`config.mk`:
```
export PLATFORM = sky130hd
export DESIGN_NAME = cascaded_divider_duty_cycle
export DESIGN_NICKNAME = d
export VERILOG_FILES = /design/src/hw/casc_div_pkg.sv /design/src/hw/cascaded_divider_duty_cycle.sv
export VERILOG_INCLUDE_DIRS = /design/src /design/src/hw
export SDC_FILE = /design/constraint.sdc
export NUM_CORES = 1
export LEC_CHECK = 0
export BUFFER_PORTS_ARGS = -buffer_cell sky130_fd_sc_hd__buf_2
export CAP_MARGIN = 10
export CELL_PAD_IN_SITES_DETAIL_PLACEMENT = 1
export CELL_PAD_IN_SITES_GLOBAL_PLACEMENT = 1
export CORE_UTILIZATION = 44
export CTS_BUF_LIST = sky130_fd_sc_hd__clkbuf_16
export DETAILED_ROUTE_END_ITERATION = 12
export GPL_TIMING_DRIVEN = 0
export PLACE_DENSITY = 0.92
export SYNTH_ARGS = -nofsm -noshare
export SYNTH_HDL_FRONTEND = slang
export SYNTH_SLANG_ARGS = --single-unit
```
`constraint.sdc`:
```
create_clock -name clk_i -period 6.26 [get_ports clk_i]
set_input_delay 0.626 -clock clk_i [delete_from_list [all_inputs] [get_ports clk_i]]
set_output_delay 0.626 -clock clk_i [all_outputs]
set_load 0.02 [all_outputs]
```
`src/hw/casc_div_map.svh`:
```
// casc_div_map.svh: offsets, field positions, reset values for the divider
// assumes: included by the divider module and its bench by bare name
`ifndef CASC_DIV_MAP_SVH
`define CASC_DIV_MAP_SVH
// ==========================================================
// register offsets (byte addresses)
`define CTRL_OFF 8'h00
`define STAGE1_OFF 8'h04
`define STAGE2_OFF 8'h08
`define STATUS_OFF 8'h0C
`define RATIO_OFF 8'h10
// ==========================================================
// field positions
`define CTRL_DCC_OFF_BIT 0
`define STG_N_LSB 0
`define STG_N_MSB 3
`define STG_M_LSB 4
`define STG_M_MSB 7
`define STG_BYP_BIT 8
`define STS_OUT_BIT 0
`define STS_ORDER_BIT 1
`define STS_PARITY_BIT 2
`define STS_SETTING_BIT 3
// ==========================================================
// reset values
`define CTRL_RST 1'h0
`define STG_N_RST 4'h0
`define STG_M_RST 4'h0
`define STG_BYP_RST 1'h1
`endif

```
`src/hw/casc_div_pkg.sv`:
```
// casc_div_pkg.sv: types used by the cascaded divider; its bench uses none
// assumes: casc_div_map.svh holds the numbers
package casc_div_pkg;
	// ==========================================================
	// stage configuration carrier
	typedef struct packed {
		logic bypass; // stage passes its input straight on
		logic [3:0] m; // low cycles minus one
		logic [3:0] n; // high cycles minus one
	} stage_cfg_t;
	// ==========================================================
	// stage phase machine, one-hot
	typedef enum logic [2:0] {
		ST_HIGH = 3'b001,
		ST_LOW = 3'b010,
		ST_STRETCH = 3'b100
	} phase_t;
endpackage : casc_div_pkg

```
`src/hw/cascaded_divider_duty_cycle.sv`:
```
// cascaded_divider_duty_cycle.sv: two cascaded clock dividers with
// duty-cycle correction, behind a plain register port
// assumes: clk_in_i is an asynchronous clock sampled by clk_i, far slower
`timescale 1ns/1ps
`include "casc_div_map.svh"
module cascaded_divider_duty_cycle (
	input wire logic clk_i,
	input wire logic rst_i,
	input wire logic [7:0] addr_i,
	input wire logic [31:0] wr_data_i,
	input wire logic wr_stb_i,
	input wire logic rd_stb_i,
	output logic [31:0] rd_data_o,
	input wire logic clk_in_i,
	output logic clk_out_o
);
	// ==========================================================
	// configuration registers
	logic dcc_off_reg; // duty_correct_disable
	casc_div_pkg::stage_cfg_t cfg_reg [2]; // per-stage settings
	// write side of the register port
	always_ff @(posedge clk_i or posedge rst_i) begin
		if (rst_i) begin
			dcc_off_reg <= `CTRL_RST;
			for (int i = 0; i < 2; i++) begin
				cfg_reg[i].bypass <= `STG_BYP_RST;
				cfg_reg[i].m <= `STG_M_RST;
				cfg_reg[i].n <= `STG_N_RST;
			end
		end else if (wr_stb_i) begin
			case (addr_i)
				`CTRL_OFF: begin
					dcc_off_reg <= wr_data_i[`CTRL_DCC_OFF_BIT];
				end
				`STAGE1_OFF: begin
					cfg_reg[0].n <= wr_data_i[`STG_N_MSB:`STG_N_LSB];
					cfg_reg[0].m <= wr_data_i[`STG_M_MSB:`STG_M_LSB];
					cfg_reg[0].bypass <= wr_data_i[`STG_BYP_BIT];
				end
				`STAGE2_OFF: begin
					cfg_reg[1].n <= wr_data_i[`STG_N_MSB:`STG_N_LSB];
					cfg_reg[1].m <= wr_data_i[`STG_M_MSB:`STG_M_LSB];
					cfg_reg[1].bypass <= wr_data_i[`STG_BYP_BIT];
				end
				default: begin
					// unmapped or read-only: write ignored
				end
			endcase
		end
	end

	// ==========================================================
	// input clock synchroniser: three flops, filtered level
	logic [2:0] sync_reg; // sync_reg[0] feeds only sync_reg[1]
	logic in_lvl_reg; // accepted input level
	always_ff @(posedge clk_i or posedge rst_i) begin
		if (rst_i) begin
			sync_reg <= 3'h0;
		end else begin
			sync_reg <= {sync_reg[1:0], clk_in_i};
		end
	end
	// level changes only when second and third flops agree
	always_ff @(posedge clk_i or posedge rst_i) begin
		if (rst_i) begin
			in_lvl_reg <= 1'h0;
		end else if (sync_reg[1] == sync_reg[2]) begin
			in_lvl_reg <= sync_reg[2];
		end
	end

	// ==========================================================
	// the two stages
	logic [2:0] stage_in; // stage_in[k] drives stage k
	logic [1:0] stage_out; // registered stage outputs
	logic [1:0] odd_ratio; // n+m+2 odd for the stage
	// first stage eats the input clock; second eats the first's output
	assign stage_in[0] = in_lvl_reg;
	assign stage_in[1] = stage_out[0];
	assign stage_in[2] = stage_out[1];

	genvar k;
	generate
		for (k = 0; k < 2; k++) begin : g_stage
			casc_div_pkg::phase_t state_reg; // phase of this stage
			casc_div_pkg::phase_t state_next;
			logic [3:0] cnt_reg; // input periods seen in this phase
			logic [3:0] cnt_next;
			logic prev_reg; // input level one cycle back
			logic rise; // input rising edge
			logic fall; // input falling edge
			logic stretch_en; // correction applies to this stage

			assign rise = stage_in[k] & ~prev_reg;
			assign fall = ~stage_in[k] & prev_reg;
			// ratio is n+m+2, so odd when n+m is odd
			assign odd_ratio[k] = cfg_reg[k].n[0] ^ cfg_reg[k].m[0];
			assign stretch_en = ~dcc_off_reg & odd_ratio[k];

			// edge memory
			always_ff @(posedge clk_i or posedge rst_i) begin
				if (rst_i) begin
					prev_reg <= 1'h0;
				end else begin
					prev_reg <= stage_in[k];
				end
			end

			// phase and count update, counted on input rising edges
			always_comb begin
				state_next = state_reg;
				cnt_next = cnt_reg;
				case (state_reg)
					casc_div_pkg::ST_HIGH: begin
						if (rise) begin
							// high lasts n+1 periods
							if (cnt_reg >= cfg_reg[k].n) begin
								cnt_next = 4'h0;
								// odd corrected stage holds high to the fall
								if (stretch_en) begin
									state_next = casc_div_pkg::ST_STRETCH;
								end else begin
									state_next = casc_div_pkg::ST_LOW;
								end
							end else begin
								cnt_next = cnt_reg + 4'h1;
							end
						end
					end
					casc_div_pkg::ST_STRETCH: begin
						// drop on the falling edge: adds input high time
						if (fall) begin
							state_next = casc_div_pkg::ST_LOW;
						end
					end
					casc_div_pkg::ST_LOW: begin
						if (rise) begin
							// low counted from the rise that ended high
							if (cnt_reg >= cfg_reg[k].m) begin
								cnt_next = 4'h0;
								state_next = casc_div_pkg::ST_HIGH;
							end else begin
								cnt_next = cnt_reg + 4'h1;
							end
						end
					end
					default: begin
						state_next = casc_div_pkg::ST_HIGH;
						cnt_next = 4'h0;
					end
				endcase
			end

			// phase registers; a bypassed stage holds its phase at rest
			always_ff @(posedge clk_i or posedge rst_i) begin
				if (rst_i) begin
					state_reg <= casc_div_pkg::ST_HIGH;
					cnt_reg <= 4'h0;
				end else if (cfg_reg[k].bypass) begin
					state_reg <= casc_div_pkg::ST_HIGH;
					cnt_reg <= 4'h0;
				end else begin
					state_reg <= state_next;
					cnt_reg <= cnt_next;
				end
			end

			// stage output: copy when bypassed, else phase level
			always_ff @(posedge clk_i or posedge rst_i) begin
				if (rst_i) begin
					stage_out[k] <= 1'h0;
				end else if (cfg_reg[k].bypass) begin
					stage_out[k] <= stage_in[k];
				end else begin
					stage_out[k] <= (state_next != casc_div_pkg::ST_LOW);
				end
			end

			// ----------------------------------------------------------
			// checks on the stage
			a_bypass_copy: assert property (
				@(posedge clk_i) disable iff (rst_i)
				cfg_reg[k].bypass |=> stage_out[k] == $past(stage_in[k]))
				else $error("bypassed stage does not copy its input");
			a_high_len: assert property (
				@(posedge clk_i) disable iff (rst_i)
				(state_reg == casc_div_pkg::ST_HIGH) && !cfg_reg[k].bypass
				&& rise && cnt_reg < cfg_reg[k].n
				|=> state_reg == casc_div_pkg::ST_HIGH
				&& cnt_reg == $past(cnt_reg) + 4'h1)
				else $error("high phase ended early");
			a_low_end: assert property (
				@(posedge clk_i) disable iff (rst_i)
				(state_reg == casc_div_pkg::ST_LOW) && !cfg_reg[k].bypass
				&& rise && cnt_reg == cfg_reg[k].m
				|=> state_reg == casc_div_pkg::ST_HIGH && cnt_reg == 4'h0
				&& stage_out[k])
				else $error("low phase did not end after m+1");
			a_stretch_cause: assert property (
				@(posedge clk_i) disable iff (rst_i)
				state_reg != casc_div_pkg::ST_STRETCH
				##1 state_reg == casc_div_pkg::ST_STRETCH
				|-> $past(!dcc_off_reg && odd_ratio[k]))
				else $error("stretch without odd corrected stage");
			a_stretch_fall: assert property (
				@(posedge clk_i) disable iff (rst_i)
				(state_reg == casc_div_pkg::ST_STRETCH) && fall
				&& !cfg_reg[k].bypass
				|=> state_reg == casc_div_pkg::ST_LOW && !stage_out[k])
				else $error("stretch did not end on falling edge");
			a_even_direct: assert property (
				@(posedge clk_i) disable iff (rst_i)
				(state_reg == casc_div_pkg::ST_HIGH) && !cfg_reg[k].bypass
				&& rise && cnt_reg >= cfg_reg[k].n && !stretch_en
				|=> state_reg == casc_div_pkg::ST_LOW)
				else $error("even or raw stage did not drop at rise");
		end
	endgenerate

	// ==========================================================
	// channel output follows the last active stage
	assign clk_out_o = stage_in[2];

	a_last_stage: assert property (
		@(posedge clk_i) disable iff (rst_i)
		cfg_reg[1].bypass && $stable(cfg_reg[1].bypass)
		|-> clk_out_o == $past(stage_out[0]))
		else $error("output does not follow first stage");

	// ==========================================================
	// status: ordering and setting checks on software's configuration
	logic order_err; // only the first stage bypassed
	logic parity_err; // first stage even while second odd
	logic setting_err; // active stage with m not n or n+1
	logic [10:0] ratio; // overall channel division
	logic [5:0] ratio1; // first stage factor
	logic [5:0] ratio2; // second stage factor
	assign order_err = cfg_reg[0].bypass & ~cfg_reg[1].bypass;
	assign parity_err = ~cfg_reg[0].bypass & ~cfg_reg[1].bypass
		& ~odd_ratio[0] & odd_ratio[1];
	always_comb begin
		setting_err = 1'h0;
		for (int i = 0; i < 2; i++) begin
			if (!cfg_reg[i].bypass && cfg_reg[i].m != cfg_reg[i].n
				&& {1'h0, cfg_reg[i].m} != {1'h0, cfg_reg[i].n} + 5'h01) begin
				setting_err = 1'h1;
			end
		end
	end
	// bypassed stage counts as one
	assign ratio1 = cfg_reg[0].bypass ? 6'h01
		: 6'({2'h0, cfg_reg[0].n} + {2'h0, cfg_reg[0].m} + 6'h02);
	assign ratio2 = cfg_reg[1].bypass ? 6'h01
		: 6'({2'h0, cfg_reg[1].n} + {2'h0, cfg_reg[1].m} + 6'h02);
	assign ratio = {5'h00, ratio1} * {5'h00, ratio2};

	a_ratio_prod: assert property (
		@(posedge clk_i) disable iff (rst_i)
		!cfg_reg[0].bypass && !cfg_reg[1].bypass
		|-> 32'(ratio) == (32'(cfg_reg[0].n) + 32'(cfg_reg[0].m) + 2)
		* (32'(cfg_reg[1].n) + 32'(cfg_reg[1].m) + 2))
		else $error("channel ratio wrong");

	// ==========================================================
	// read side: data stands only in the cycle after the strobe
	always_ff @(posedge clk_i or posedge rst_i) begin
		if (rst_i) begin
			rd_data_o <= 32'h0;
		end else if (rd_stb_i) begin
			rd_data_o <= 32'h0;
			case (addr_i)
				`CTRL_OFF: begin
					rd_data_o[`CTRL_DCC_OFF_BIT] <= dcc_off_reg;
				end
				`STAGE1_OFF: begin
					rd_data_o[8:0] <= cfg_reg[0];
				end
				`STAGE2_OFF: begin
					rd_data_o[8:0] <= cfg_reg[1];
				end
				`STATUS_OFF: begin
					rd_data_o[`STS_OUT_BIT] <= clk_out_o;
					rd_data_o[`STS_ORDER_BIT] <= order_err;
					rd_data_o[`STS_PARITY_BIT] <= parity_err;
					rd_data_o[`STS_SETTING_BIT] <= setting_err;
				end
				`RATIO_OFF: begin
					rd_data_o[10:0] <= ratio;
				end
				default: begin
					// unmapped: reads as zero
				end
			endcase
		end else begin
			rd_data_o <= 32'h0;
		end
	end
endmodule : cascaded_divider_duty_cycle

```
# Word level (Yosys, flattened, before mapping)

Index checks and enable logic that the tools add are counted.

Flip-flop bits (word level): 73
Bits in latches: 0
RAM bits: 0
Bits in read-only memories: 0
Input port bits: 45
Output and inout port bits: 33
Logic and storage cells: 125
Memories: 0

Add/sub/neg operators: 8
Multipliers: 1
Divide/modulo/power cells: 0
Order comparisons: 4
Eq/ne operators: 23
Shift operators: 0
Multiplexer cells: 39
Bitwise logic cells: 20
Reductions and logical operators: 12

Operator list:

| operator                                                               | number |
|---|---|
| 3-bit two-way mux                                                      | 14 |
| 4-bit two-way mux                                                      | 10 |
| 4-bit case mux with 3 select lines                                     | 2 |
| 3-bit case mux with 3 select lines                                     | 2 |
| 8-bit by 4-bit equality test with 1-bit output (second input constant) | 2 |
| 4-bit greater-or-equal comparator                                      | 4 |
| 5-bit case mux with 3 select lines                                     | 1 |
| 5-bit by 2-bit adder with 6-bit output (second input constant)         | 2 |
| 6-bit two-way mux                                                      | 2 |
| 3-bit inequality test (second input constant)                          | 4 |
| 3-bit case mux with 4 select lines                                     | 1 |
| 6-bit by 6-bit multiplier with 11-bit output                           | 1 |
| 11-bit two-way mux                                                     | 1 |
| 4-bit by 1-bit adder with 5-bit output (second input constant)         | 2 |
| 4-bit by 4-bit adder with 5-bit output                                 | 2 |
| 1-bit bitwise AND                                                      | 10 |
| 4-bit by 5-bit inequality test with 1-bit output                       | 2 |
| 4-bit by 1-bit adder with 4-bit output (second input constant)         | 2 |
| 8-bit by 3-bit equality test with 1-bit output (second input constant) | 1 |
| 8-bit by 5-bit equality test with 1-bit output (second input constant) | 1 |
| 8-bit logical NOT                                                      | 1 |
| 4-bit inequality test                                                  | 2 |
| 1-bit NOT                                                              | 8 |
| 3-bit by 1-bit equality test with 1-bit output (second input constant) | 2 |
| other kinds (13)                                                       | 28 |

# Longest topological paths before layout

Gate-level depths: netlist of the first run.

Depth after elaboration: 8
Mapped depth: 21
Depth with buffers taken out: 21

# Worst setup path before layout of the first run

No wires, ideal clock.

Kind: reg-to-reg
From: register cfg_reg[10] (netlist name)
To: register rd_data_o[10]
Library setup time: 0.072 ns
Arrival: 4.743 ns
Required time: 6.188 ns
Setup slack: 1.445 ns
Stages on the path, launching flop included: 22
Path buffers: 1
Clock period less this slack: 4.815 ns
Cell sequence: dfrtp_1 > inv_1 > ha_1 > inv_1 > ha_1 > inv_1 > fa_1 > nor2b_1 > or3_1 > clkbuf_1 > nor2_1 > fa_1 > fa_1 > inv_1 > fa_1 > inv_1 > ha_1 > o21a_1 > o21a_1 > o22ai_1 > xnor3_1 > nor2_1

Word-level cells in the longest chain between the ends: 6

RTL lines:

| item                                         | RTL line                           | source |
|---|---|---|
| start: declaration                           | cascaded_divider_duty_cycle.sv:20  | `casc_div_pkg::stage_cfg_t cfg_reg [2];` |
| 4-bit by 4-bit adder with 5-bit output       | cascaded_divider_duty_cycle.sv:252 | `: 6'({2'h0, cfg_reg[0].n} + {2'h0, cfg_reg[0].m} + 6'h02);` |
| 5-bit by 2-bit adder with 6-bit output       | cascaded_divider_duty_cycle.sv:252 |  |
| 6-bit two-way mux                            | cascaded_divider_duty_cycle.sv:251 | `assign ratio1 = cfg_reg[0].bypass ? 6'h01` |
| 6-bit by 6-bit multiplier with 11-bit output | cascaded_divider_duty_cycle.sv:255 | `assign ratio = {5'h00, ratio1} * {5'h00, ratio2};` |
| 2-bit two-way mux                            | cascaded_divider_duty_cycle.sv:271 | `case (addr_i)` |
| 11-bit two-way mux                           | cascaded_divider_duty_cycle.sv:269 | `end else if (rd_stb_i) begin` |
| end signal: indexed assignment               | cascaded_divider_duty_cycle.sv:273 | `` rd_data_o[`CTRL_DCC_OFF_BIT] <= dcc_off_reg; `` |
| end signal: indexed assignment               | cascaded_divider_duty_cycle.sv:282 | `` rd_data_o[`STS_OUT_BIT] <= clk_out_o; `` |
| end signal: indexed assignment               | cascaded_divider_duty_cycle.sv:283 | `` rd_data_o[`STS_ORDER_BIT] <= order_err; `` |
| end: declaration                             | cascaded_divider_duty_cycle.sv:13  | `output logic [31:0] rd_data_o,` |

No other way between the ends.
A chain may end at the register's enable or synchronous reset.

# Final worst setup path of the first run

From: register cfg_reg[1] (netlist name)
To: register rd_data_o[10]

Word-level cells in the longest chain between the ends: 6

RTL lines:

| item                                         | RTL line                           | source |
|---|---|---|
| 4-bit by 4-bit adder with 5-bit output       | cascaded_divider_duty_cycle.sv:254 | `: 6'({2'h0, cfg_reg[1].n} + {2'h0, cfg_reg[1].m} + 6'h02);` |
| 5-bit by 2-bit adder with 6-bit output       | cascaded_divider_duty_cycle.sv:254 |  |
| 6-bit two-way mux                            | cascaded_divider_duty_cycle.sv:253 | `assign ratio2 = cfg_reg[1].bypass ? 6'h01` |
| 6-bit by 6-bit multiplier with 11-bit output | cascaded_divider_duty_cycle.sv:255 |  |
| 2-bit two-way mux                            | cascaded_divider_duty_cycle.sv:271 |  |
| 11-bit two-way mux                           | cascaded_divider_duty_cycle.sv:269 |  |

No other way between the ends.

==> impl_metrics.json, run 1 <==
{
  "internal_power_w": 0.000645,
  "grt_overflow": 0,
  "synth-edff-count": 0,
  "first_iter_violations": 152,
  "worst_ep_required_time_ns": 6.50,
  "period_needed_ns": 5.38,
  "placement_rows": 37,
  "tns_ns": 0,
  "die_h_um": 105,
  "grt_start_max_net_pins": 32,
  "grt_pass1_wl_mm": 20.7,
  "cts_max_level": 2,
  "ant_nets": 0,
  "p_per_area_nw_per_um2": 192,
  "fin_util_pct": 50.9,
  "cts_buffer_depth": 2,
  "antenna_cells": 0,
  "p_leak_nw": 2.66,
  "power_w": 0.00101,
  "ys_ff_latch": 52,
  "criticalPathCategory": "reg2reg",
  "cts_tree": "done",
  "largest_reg_flops": 18,
  "worst_pin_slew_ns": 0.942,
  "maxSlewHeadroom_pct": 35.6,
  "mostFrequentLayoutCell": "ha_1",
  "grt_usage_pct": 23.8,
  "avgViaCountPerCell": 5.57,
  "synth_ff_type": "dfrtp_1",
  "ir_worst_vdd_v": 0.000170,
  "synthToLayoutAreaGrowth_pct": 12.1,
  "fmax_mhz": 186,
  "clock_latency_ns": 0.30,
  "min_period_over_period_pct": 85.9,
  "worstPathArrival_ns": 5.61,
  "grt_pass1_vias": 4163,
  "start_kind": "flop",
  "rsz0062_at_grt": "no",
  "clock_sinks": 52,
  "p_clk_share_pct": 28.6,
  "p_seq_share_pct": 39.7,
  "status": "finished, final reports clean",
  "layout_common_cells": "53 x ha_1, 52 x nor2_1, 48 x dfrtp_1",
  "switching_share_pct": 36.2,
  "fill_cells": 1232,
  "cts_resized": 0,
  "vias": 3831,
  "dp_hpwl_mm": 10.1,
  "wl_per_cell_um": 18.2,
  "multiInputGateArea_um2": 3100,
  "initial_core_util_pct": 45.4,
  "antenna_found_initial": 0,
  "r2r_slack_ns": 0.88,
  "r2r-start": "cfg_reg[1]",
  "placedCellCount": 680,
  "netlist_area_um2": 4710,
  "io_pins": 78,
  "ys.warnings.count": 0,
  "hold_viol": 0,
  "drive_gt1_share_pct": 17.6,
  "stdcell_count": 688,
  "dieWidth_um": 105,
  "cts-hold-fix-buffers": 0,
  "synth_cells": 492,
  "worstSetupStartpoint": "cfg_reg[1]",
  "p_switching_w": 0.000366,
  "clk_pin_slew_ns": 0.07,
  "drv_slew": 0,
  "post-cts-setup-buffer-count": 0,
  "seq_area_um2": 1310,
  "min_path_type": "in2async",
  "core-area_um2": 10400,
  "wirelength_mm": 12.5,
  "nets": 667,
  "numCtsBuffers": 5,
  "ys_seq_area_share_pct": 27.8,
  "drc": 0,
  "dieArea_um2": 11100,
  "syn_area_per_cell_um2": 9.57,
  "synthDistinctLibCells": 69,
  "portBuffers": 31,
  "root_buffer": "clkbuf_16",
  "crit_path_end_kind": "flop",
  "max_cap_violations": 0,
  "async_flop_share_pct": 100,
  "routabilityCongestion": 0.898,
  "firstDrtPassIters": 4,
  "clock-skew-final_ns": 0.00424,
  "pwr-share-comb_pct": 31.7,
  "ff2ff_path_depth": 20,
  "setup_viol": 0,
  "cp_max_fo": 6
}
-- final timing paths --
check,to
min in group clk_i,sync_reg[1]
setup reg to reg,rd_data_o[10]
setup / recovery,rd_data_o[10]
max in group asynchronous,cfg_reg[17]
hold reg to reg,sync_reg[1]
hold / removal,rd_data_o[3]
-- area by class of cell --
class,count,share of cell area (%)
plain buffers,32,3.79
flip-flops and latches,52,24.7
clock buffers,5,2.37
inverters,48,3.41
clock inverters,3,0.498
repair buffers,32,3.32
well taps,136,3.22
multi-input cells,380,58.6
-- power by group through the flow --
stage	combinational [W]	clock, W	sequential (W)
after global placement	0.000286	0	0.000403
after detailed placement	0.000314	0	0.000406
final	0.000321	0.000290	0.000401
after floorplan	0.000228	0	0.000396
after CTS	0.000318	0.000296	0.000400
after global routing	0.000352	0.000306	0.000404
-- cell families (layout without fill, tap and decap cells) --
group,Yosys count,in the layout,synth area share [%]
compound gates,94,94,14.4
xor+xnor,19,19,3.83
fa+ha+maj,72,72,22.0
buf+inv,80,120,8.08
flops,52,52,27.8
mux,22,22,6.65
other cells,1,21,0.0797
simple gates,152,152,17.3
-- worst max-delay path, cell delays in order (launching register included) --
cell and delay, ns:
dfrtp_1 0.46, inv_1 0.12, ha_1 0.33, inv_1 0.07
ha_1 0.18, inv_1 0.07, fa_1 0.41, nor2b_1 0.13
o211ai_1 0.24, nor3_1 0.39, fa_1 0.50, fa_1 0.55
inv_1 0.06, fa_1 0.53, inv_1 0.05, ha_1 0.36
o21a_1 0.19, o21a_1 0.17, o22ai_1 0.18, xnor3_1 0.24
nor2_1 0.09
-- cell usage after synthesis (all sizes together), types with 2 or more instances --
cell | number | share of area (%)
a2111oi | 4 | 0.74
a211oi | 2 | 0.32
a21o | 5 | 0.80
a21oi | 13 | 1.4
a221o | 2 | 0.43
a22o | 6 | 1.1
a22oi | 7 | 1.1
a31oi | 2 | 0.27
a32oi | 2 | 0.37
and3 | 3 | 0.40
buf | 22 | 3.5
clkbuf | 10 | 0.80
dfrtp | 48 | 26
dfstp | 4 | 2.2
fa | 18 | 7.7
ha | 53 | 14
inv | 48 | 3.8
mux2 | 20 | 6.2
mux2i | 2 | 0.43
nand2 | 19 | 1.5
nand2b | 13 | 1.7
nand3 | 11 | 1.7
nand4b | 2 | 0.37
nor2 | 52 | 4.1
nor2b | 18 | 2.4
nor3 | 12 | 1.5
nor4 | 3 | 0.40
nor4b | 2 | 0.37
o211ai | 4 | 0.64
o21a | 8 | 1.3
o21ai | 17 | 1.8
o21bai | 2 | 0.32
o22ai | 3 | 0.40
o2bb2ai | 2 | 0.37
o31ai | 2 | 0.32
o32ai | 2 | 0.53
or2 | 7 | 0.93
or3 | 3 | 0.40
or3b | 3 | 0.56
xnor2 | 13 | 2.4
xor2 | 5 | 0.93
-- per-layer routing --
layer | global-route usage (%) | vias to the layer above | wire (um)
li1 | - | 1802 | -
met1 | 28.5 | 1899 | 5270
met2 | 43.0 | 98 | 6400
met3 | 2.97 | 32 | 420
met4 | 9.96 | 0 | 443
met5 | 0 | - | 0
-- stage by stage --
stage	worst slack, ns	cell area (um2)	hold WS [ns]
6_report	0.882	5280	0.357
5_1_grt	0.606	5280	0.381
4_1_cts	0.883	5280	0.366
3_5_place_dp	0.946	5130	0.348
3_3_place_gp	1.11	5110	0.338
2_1_floorplan	1.45	4780	0.331
Note: power is estimated with default switching activity, not from simulation.
==> run 2: changes to the inputs <==
Settings changed: HOLD_SLACK_MARGIN from default to 0.03, RECOVER_POWER from default to 50.
==> impl_metrics.json, run 2 (same netlist as run 1, synthesis figures left out) <==
{
  "post-cts-setup-buffer-count": 0,
  "root_buffer": "clkbuf_16",
  "min_from": "sync_reg[0]",
  "crit_top_cell": "inv_1",
  "drc": 0,
  "r2r_slack_ns": 0.87,
  "dp_hpwl_mm": 10.1,
  "hold_viol": 0,
  "r2r-start": "cfg_reg[1]",
  "reg2reg_to": "rd_data_o[10]",
  "antenna_found_initial": 0,
  "mostFrequentLayoutCell": "ha_1",
  "layout_common_cells": "53 x ha_1, 52 x nor2_1, 48 x dfrtp_1",
  "path_delay_family": "adder cells",
  "period_needed_ns": 5.39,
  "numCtsBuffers": 5,
  "critPathMaxStageDelay_ns": 0.55,
  "path_buf_inv": 5,
  "crit_chain": "inv_1 > ha_1 > inv_1 > ha_1 > inv_1 > fa_1 > nor2b_1 > o211ai_1 > nor3_1 > fa_1 > fa_1 > inv_1 > fa_1 > inv_1 > ha_1 > o21a_1 > o21a_1 > o22ai_1 > xnor3_1 > nor2_1",
  "violations": "capacitance limit, slew limit",
  "drive_gt1_share_pct": 17.2,
  "dieWidth_um": 105,
  "ir_worst_vdd_v": 0.000170,
  "min_path_type": "reg2reg",
  "rsz0062_at_grt": "no",
  "portBuffers": 31,
  "worstSetupStartpoint": "cfg_reg[1]",
  "avgViaCountPerCell": 5.57,
  "min_period_over_period_pct": 86.1,
  "grt_pass1_wl_mm": 20.7,
  "criticalPathCategory": "reg2reg",
  "worst_ep_required_time_ns": 6.50,
  "clock_sinks": 52,
  "cp_max_fo": 6,
  "path_depth": 20,
  "clock-skew-final_ns": 0.00425,
  "p_per_area_nw_per_um2": 192,
  "initial_core_util_pct": 45.4,
  "grt_overflow": 0,
  "wl_per_cell_um": 18.2,
  "cts-hold-fix-buffers": 0,
  "p_leak_nw": 2.65,
  "placement_rows": 37,
  "critPathSlowestCell": "fa_1",
  "dieArea_um2": 11100,
  "fmax_mhz": 186,
  "ant_nets": 0,
  "max_cap_violations": 1,
  "largest_reg_flops": 18,
  "cts_buffer_depth": 2,
  "start_kind": "flop",
  "worst_slack_ns": 0.873,
  "crit_path_end_kind": "flop",
  "cts_tree": "done",
  "worst_pin_slew_ns": 1.68,
  "worstPathArrival_ns": 5.62,
  "grt_pass1_vias": 4163,
  "maxSlewHeadroom_pct": -11.9,
  "vias": 3830,
  "io_pins": 78,
  "pre_cts_slack_ns": 0.946,
  "clk_pin_slew_ns": 0.07,
  "cts_resized": 0,
  "wirelength_mm": 12.5,
  "cts_max_level": 2,
  "nets": 667,
  "synthToLayoutAreaGrowth_pct": 11.8,
  "die_h_um": 105,
  "tns_ns": 0,
  "status": "complete, but fails checks",
  "ff2ff_path_depth": 20,
  "grt_usage_pct": 23.8,
  "core-area_um2": 10400,
  "first_iter_violations": 152,
  "routabilityCongestion": 0.898,
  "grt_start_max_net_pins": 32,
  "firstDrtPassIters": 4,
  "setup_viol": 0,
  "antenna_cells": 0,
  "critical_path.endpoint": "rd_data_o[10]",
  "drv_slew": 32,
  "clock_latency_ns": 0.30
}
[run 2: area by class of cell]
cell class	instances	area, um2
Sequential cell	52	1310
Inverter	48	180
Clock inverter	3	26.3
Multi-Input combinational cell	380	3100
Clock buffer	5	125
Buffer	32	200
Fill cell	1235	5110
Tap cell	136	170
Timing Repair Buffer	32	159
[run 2: worst min path at each step]
stage	endpoint	slack (ns)	cells past startpoint
CTS	rd_data_o[3]	0.37	2
finish	sync_reg[1]	0.37	0
global route	sync_reg[1]	0.38	0
global placement	sync_reg[1]	0.34	0
detailed placement	sync_reg[1]	0.35	0
floorplan	sync_reg[1]	0.33	0
[run 2: report_power, final]
| part | internal (W) | leakage [nW] | switching, W |
|---|---|---|---|
| Clock | 0.000152 | 0.0748 | 0.000137 |
| Sequential | 0.000366 | 0.683 | 0.0000349 |
| Combinational | 0.000126 | 1.89 | 0.000193 |
[run 2: layer usage]
layer	vias to the layer above	wire, um	global-route usage, %
met5	-	0	0
li1	1802	-	-
met2	98	6370	43.0
met1	1898	5300	28.5
met4	0	443	9.96
met3	32	421	2.97
[run 2: per-stage QoR]
step / util (%) / total power [W] / cell area, um2 / hold WS, ns / std cells
finish: 50.7 / 0.00101 / 5260 / 0.367 / 688
global route: 50.7 / 0.00106 / 5260 / 0.381 / 688
CTS: 50.9 / 0.00101 / 5280 / 0.366 / 688
detailed placement: 49.4 / 0.000720 / 5130 / 0.348 / 680
global placement: 49.3 / 0.000689 / 5110 / 0.338 / 679
floorplan: - / 0.000624 / 4780 / 0.331 / 512
[run 2: worst register-to-register path: cells and delay by family (launching register included)]
family	cells	cell delay [ns]
simple gates	3	0.62
flops	1	0.46
compound gates	4	0.80
fa+ha+maj	7	2.86
buf+inv	5	0.37
xor+xnor	1	0.24
